==> src/rtl/isx_pkg.sv <==
package isx_pkg;
  // ****************************************************************
  // Opcode layout
  // ****************************************************************
  localparam int          OPC_W        = 14;
  localparam int          DATA_W       = 8;
  localparam int          ADDR_W       = 7;
  localparam int          DEST_BIT     = 7;
  localparam int          TOP6_MSB     = 13;
  localparam int          TOP6_LSB     = 8;
  localparam logic [5:0]  INC_SKIP_TOP = 6'h0f;
  localparam logic [5:0]  OR_LIT_TOP   = 6'h38;
  localparam logic [13:0] NOP_MASK     = 14'h3f9f;
  localparam logic [13:0] NOP_MATCH    = 14'h0000;
  // ****************************************************************
  // Reset values and last phase
  // ****************************************************************
  localparam logic [7:0]  W_RESET      = 8'h00;
  localparam logic [1:0]  PHASE_RESET  = 2'h0;
  localparam logic [1:0]  PHASE_LAST   = 2'h3;

  typedef enum logic [1:0] {
    ISX_OP_NOP,
    ISX_OP_INC_SKIP,
    ISX_OP_OR_LIT,
    ISX_OP_OTHER
  } isx_op_t;

  typedef enum {
    ISX_ST_EXEC,
    ISX_ST_SKIP
  } isx_state_t;
endpackage
==> src/rtl/isx_decode.sv <==
module isx_decode
  import isx_pkg::*;
(
  // Opcode in
  input  wire logic [13:0] opcode,
  // Decoded class and fields
  output isx_op_t          op,
  output logic             dest_reg,
  output logic [6:0]       reg_addr,
  output logic [7:0]       literal
);
  always_comb
  begin
    op = ISX_OP_OTHER;
    if (opcode[TOP6_MSB:TOP6_LSB] == INC_SKIP_TOP)
      op = ISX_OP_INC_SKIP;
    else if (opcode[TOP6_MSB:TOP6_LSB] == OR_LIT_TOP)
      op = ISX_OP_OR_LIT;
    else if ((opcode & NOP_MASK) == NOP_MATCH)
      op = ISX_OP_NOP;
  end

  assign dest_reg = opcode[DEST_BIT];
  assign reg_addr = opcode[ADDR_W-1:0];
  assign literal  = opcode[DATA_W-1:0];
endmodule

==> src/rtl/isx_exec.sv <==
// Functional notes
// - Opcode 00 1111 d fffffff decodes as increment-skip-if-zero.
// - Destination bit 0: incremented value goes to working register.
// - Destination bit 1: incremented value written back to data register.
// - Zero result discards next instruction, runs a no-op cycle instead.
// - Nonzero result: one cycle, next executes, status flags untouched.
// - Opcode 11 1000 kkkkkkkk decodes as or-literal, one cycle.
// - Opcode 00 0000 0xx0 0000 is a no-op changing no state.
module isx_exec
  import isx_pkg::*;
(
  // Clock and reset
  input  wire logic       mclk,
  input  wire logic       rstn,
  input  wire logic       clk_en,
  // Fetch path
  input  wire logic [13:0] opcode,
  input  wire logic        opcode_valid,
  // Data register file read
  input  wire logic [7:0]  reg_rdata,
  // Data register file write and read address
  output logic [6:0]       reg_addr,
  output logic [7:0]       reg_wdata,
  output logic             reg_we,
  // Working register and status
  output logic [7:0]       work,
  output logic             zero_flag,
  // Cycle status
  output logic [1:0]       phase,
  output logic             cycle_done,
  output logic             skipping
);
  // ****************************************************************
  // Decode
  // ****************************************************************
  isx_op_t    op;
  logic       dest_reg;
  logic [6:0] dec_addr;
  logic [7:0] literal;
  isx_state_t state;
  logic [13:0] ir;
  logic [7:0]  result;
  logic        last_q;

  function automatic logic [7:0] inc8(input logic [7:0] v);
    inc8 = v + 8'h01;
  endfunction

  isx_decode u_dec
  (
    .opcode   (ir),
    .op       (op),
    .dest_reg (dest_reg),
    .reg_addr (dec_addr),
    .literal  (literal)
  );

  assign last_q = (phase == PHASE_LAST);

  // ****************************************************************
  // Four-phase cycle counter
  // ****************************************************************
  always_ff @(posedge mclk or negedge rstn)
  begin
    if (!rstn)
      phase <= PHASE_RESET;
    else if (clk_en)
      phase <= phase + 2'h1;
  end

  // Opcode latched in Q1 so the rest of the cycle sees a stable word
  always_ff @(posedge mclk or negedge rstn)
  begin
    if (!rstn)
      ir <= NOP_MATCH;
    else if (clk_en && phase == PHASE_RESET)
      ir <= opcode_valid ? opcode : NOP_MATCH;
  end

  always_ff @(posedge mclk or negedge rstn)
  begin
    if (!rstn)
      reg_addr <= 7'h00;
    else if (clk_en)
      reg_addr <= dec_addr;
  end

  assign result = inc8(reg_rdata);

  // ****************************************************************
  // Skip state machine
  // ****************************************************************
  always_ff @(posedge mclk or negedge rstn)
  begin
    if (!rstn)
      state <= ISX_ST_EXEC;
    else if (clk_en && last_q)
    begin
      case (state)
        ISX_ST_EXEC:
          if (op == ISX_OP_INC_SKIP && result == 8'h00)
            state <= ISX_ST_SKIP;
        ISX_ST_SKIP:
          state <= ISX_ST_EXEC;
        default:
          state <= ISX_ST_EXEC;
      endcase
    end
  end

  always_ff @(posedge mclk or negedge rstn)
  begin
    if (!rstn)
      skipping <= 1'b0;
    else if (clk_en)
      skipping <= (state == ISX_ST_SKIP);
  end

  // ****************************************************************
  // Write to destination in Q4
  // ****************************************************************
  always_ff @(posedge mclk or negedge rstn)
  begin
    if (!rstn)
      work <= W_RESET;
    else if (clk_en && last_q && state == ISX_ST_EXEC)
    begin
      if (op == ISX_OP_INC_SKIP && !dest_reg)
        work <= result;
      else if (op == ISX_OP_OR_LIT)
        work <= work | literal;
    end
  end

  always_ff @(posedge mclk or negedge rstn)
  begin
    if (!rstn)
      zero_flag <= 1'b0;
    else if (clk_en && last_q && state == ISX_ST_EXEC
             && op == ISX_OP_OR_LIT)
      zero_flag <= ((work | literal) == 8'h00);
  end

  always_ff @(posedge mclk or negedge rstn)
  begin
    if (!rstn)
    begin
      reg_we    <= 1'b0;
      reg_wdata <= 8'h00;
    end
    else if (clk_en)
    begin
      reg_we    <= last_q && state == ISX_ST_EXEC
                   && op == ISX_OP_INC_SKIP && dest_reg;
      reg_wdata <= result;
    end
  end

  always_ff @(posedge mclk or negedge rstn)
  begin
    if (!rstn)
      cycle_done <= 1'b0;
    else if (clk_en)
      cycle_done <= last_q;
  end
endmodule

==> config.mk <==
export PLATFORM = sky130hd
export DESIGN_NAME = isx_exec
export DESIGN_NICKNAME = d
export VERILOG_FILES = /design/src/rtl/isx_pkg.sv /design/src/rtl/isx_decode.sv /design/src/rtl/isx_exec.sv
export SDC_FILE = /design/constraint.sdc
export NUM_CORES = 1
export LEC_CHECK = 0
export BUFFER_PORTS_ARGS = -buffer_cell sky130_fd_sc_hd__buf_2
export CORE_ASPECT_RATIO = 2
export CORE_UTILIZATION = 47
export CTS_BUF_LIST = sky130_fd_sc_hd__clkbuf_8 sky130_fd_sc_hd__clkbuf_16
export CTS_CLUSTER_DIAMETER = 50
export DETAILED_ROUTE_END_ITERATION = 7
export GPL_TIMING_DRIVEN = 0
export PLACE_DENSITY = 0.73
export RECOVER_POWER = 50
export SLEW_MARGIN = 25
export SYNTH_ARGS = -nofsm -noshare
export SYNTH_HDL_FRONTEND = slang
export SYNTH_HIERARCHICAL = 1
export SYNTH_SLANG_ARGS = --single-unit
==> constraint.sdc <==
create_clock -name mclk -period 2.2 [get_ports mclk]
set_clock_uncertainty 0.15 [all_clocks]
set_input_delay 0.22 -clock mclk [delete_from_list [all_inputs] [get_ports mclk]]
set_output_delay 0.22 -clock mclk [all_outputs]
set_load 0.03 [all_outputs]
==> results.json <==
{
  "status": "finished with violations",
  "violations": "setup timing",
  "io_buffers": 54,
  "r2r-start": "ir[1]$_DFFE_PN0P_",
  "cp-start-kind": "register",
  "grt_overflow_total": 0,
  "synth_flop_cell": "dfrtp_1",
  "tritoncts": "done",
  "hold_viol_final": 0,
  "n_antenna_cell": 0,
  "cts-buffers-inserted": 5,
  "min_period_ns": 2.29,
  "worst-r2r-setup-slack_ns": -0.09,
  "drcViolationCount": 0,
  "dp_slack_ns": -0.191,
  "fin_tns_setup_ns": -0.446,
  "wl_per_cell_um": 13.7,
  "cts-htree-levels": 2,
  "grt_pass1_vias": 1752,
  "avgSynthCellArea_um2": 10.0,
  "ir_worst_vdd_v": 0.000781,
  "clk_pin_slew_ns": 0.08,
  "path_class": "reg2reg",
  "routed_wl_um": 4680,
  "crit_arrival_ns": 2.35,
  "root_buffer": "clkbuf_8",
  "dpl_cell_area_mm2": 0.00248,
  "setup_ws_ns": -0.0888,
  "r2r-end": "work[1]$_DFFE_PN0P_",
  "reg2reg_depth": 9,
  "end_kind": "register",
  "dp_hpwl_um": 3550,
  "crit_required_ns": 2.26,
  "final_util_pct": 63.0,
  "setup_viol": 8,
  "final_cell_mix": "buf_2, dfrtp_1, nand2_1",
  "hold_class": "in2reg",
  "yosysUniqueCellTypes": 35,
  "netlist_area_mm2": 0.00214,
  "ant_nets": 0,
  "synth_edf_count": 0,
  "startpoint": "ir[1]$_DFFE_PN0P_",
  "maxSlewHeadroom_pct": 27.4,
  "core_mm2": 0.00434,
  "fin_nets": 316,
  "grt_max_degree": 45,
  "tightestPinTransition_ns": 1.09,
  "synth_cells": 214,
  "whs_path_depth": 3,
  "clkLatencyLatePin_ns": 0.29,
  "die_x_um": 49.7,
  "initial_core_util_pct": 49.4,
  "grt_antenna_before_repair": 0,
  "vias": 1745,
  "fin_crit_sh_pct": 104,
  "drive_gt1_share_pct": 38.3,
  "endpoint": "work[1]$_DFFE_PN0P_",
  "grt_usage_pct": 21.6,
  "pwr_density_cell_mw_per_mm2": 1360,
  "clk_path_buf_depth": 2,
  "grt_pass1_wl_um": 7910,
  "drtIter0Drc": 21,
  "ioPinCount": 55,
  "dr.pass1.iters": 4,
  "ys_warn_count": 6,
  "p_leak_nw": 1.38,
  "fillCellCount": 409,
  "drv_cap": 0,
  "max_freq_mhz": 437,
  "cts.sinks": 44,
  "cp_max_fo": 5,
  "via_per_inst": 5.12,
  "place_congestion": 0.826,
  "rsz0062_at_grt": "yes",
  "row_count": 34,
  "die_h_um": 97.5,
  "synthesis.nets": 244,
  "async_flop_share_pct": 100,
  "die-area_mm2": 0.00485,
  "final_common_cell": "buf_2",
  "ys_seq_elements": 44,
  "final_cell_area_mm2": 0.00274,
  "yosysSeqAreaShare_pct": 51.4,
  "areaGrowthSynthToFinish_pct": 27.7,
  "drv_slew": 0
}
==> logic make-up (layout without fill, tap and decap cells) <==
kind of cell | count (synthesis) | in the layout | share of synthesized area (%)
multiplexers | 10 | 10 | 5.20
XOR/XNOR | 8 | 8 | 3.27
AO/OA/AOI/OAI | 47 | 47 | 12.6
AND/OR/NAND/NOR | 72 | 72 | 16.9
adder cells (fa/ha/maj) | 4 | 4 | 2.34
flip-flops | 44 | 44 | 51.4
buffers and inverters | 29 | 102 | 8.29
==> worst max-delay path, cell delays in order, from the launching register on <==
cell and delay [ns]:
dfrtp_1 0.42, nor4_2 0.25, and4_1 0.26, a21oi_2 0.05
or3b_1 0.36, buf_6 0.14, a211oi_4 0.24, buf_6 0.16
a21oi_2 0.05, a21oi_1 0.13
==> state kept, by name, summed over array words and instances (netlist names) <==
name and flops:
reg_addr 7, cycle_done 1, reg_we 1, zero_flag 1, ir 14, reg_wdata 8
work 8, skipping 1, state 1, phase 2
==> timing repair <==
action,4_1_cts,5_1_grt
buffers inserted,10,0
gates resized for setup,8,6
hold buffers,1,0
setup endpoints to repair,8,9
pin swaps,4,2
endpoints found under the hold margin,44,0
==> worst min path at each step <==
stage                                          to  slack, ns  startpoint
after floorplan            cycle_done$_DFFE_PN0P_      -0.23        rstn
after global placement    reg_addr[6]$_DFFE_PN0P_       0.27        rstn
after detailed placement     phase[1]$_DFFE_PN0P_       0.27        rstn
after CTS                       ir[2]$_DFFE_PN0P_      0.007   opcode[2]
after global routing            ir[1]$_DFFE_PN0P_       0.01   opcode[1]
final                           ir[2]$_DFFE_PN0P_       0.01   opcode[2]
==> layout make-up <==
type / count / area, µm² / area share [%]
clock buffers: 6 / 82.6 / 3.02
plain buffers: 23 / 155 / 5.67
well taps: 54 / 67.6 / 2.47
repair buffers: 65 / 352 / 12.9
multi-input cells: 141 / 916 / 33.5
inverters: 6 / 22.5 / 0.823
flip-flops and latches: 44 / 1100 / 40.3
clock inverters: 2 / 38.8 / 1.42
==> power by group <==
group | leakage, nW | internal, mW | switching [mW]
Combinational | 0.750 | 0.743 | 0.976
Clock | 0.0614 | 0.371 | 0.268
Sequential | 0.565 | 1.12 | 0.251
==> metal layers <==
layer	up-vias	track usage (%)	share of wire, %
li1	865	-	-
met1	832	21.6	36
met2	38	42.2	59
met3	10	2.82	2.8
met4	0	8.35	2.4
met5	-	0	0
==> stage by stage <==
step                      cells  total power [mW]  hold slack, ns
after global placement      322              2.90           0.266
after CTS                   341              3.74         0.00733
final                       341              3.73          0.0115
after detailed placement    322              2.94           0.274
after global routing        341              3.98          0.0147
after floorplan             214              2.49          -0.226
==> cell usage after synthesis, types with 2 or more instances <==
cell type | count | area (µm²)
clkbuf_1 | 4 | 15.0
nand3_1 | 2 | 10.0
o21ai_0 | 18 | 90.1
inv_1 | 6 | 22.5
xor2_1 | 5 | 43.8
nand4_1 | 2 | 12.5
ha_1 | 4 | 50.1
nand2_1 | 35 | 131
or2b_1 | 6 | 45.0
xnor2_1 | 3 | 26.3
mux2_2 | 9 | 101
nor2_1 | 8 | 30.0
and2_1 | 2 | 12.5
a21oi_1 | 23 | 115
dfrtp_1 | 44 | 1100
nor4_1 | 5 | 31.3
and4_1 | 2 | 17.5
buf_4 | 16 | 120
nor3_1 | 2 | 10.0
nand2b_1 | 3 | 18.8
Power figures use the tool's default switching activity.
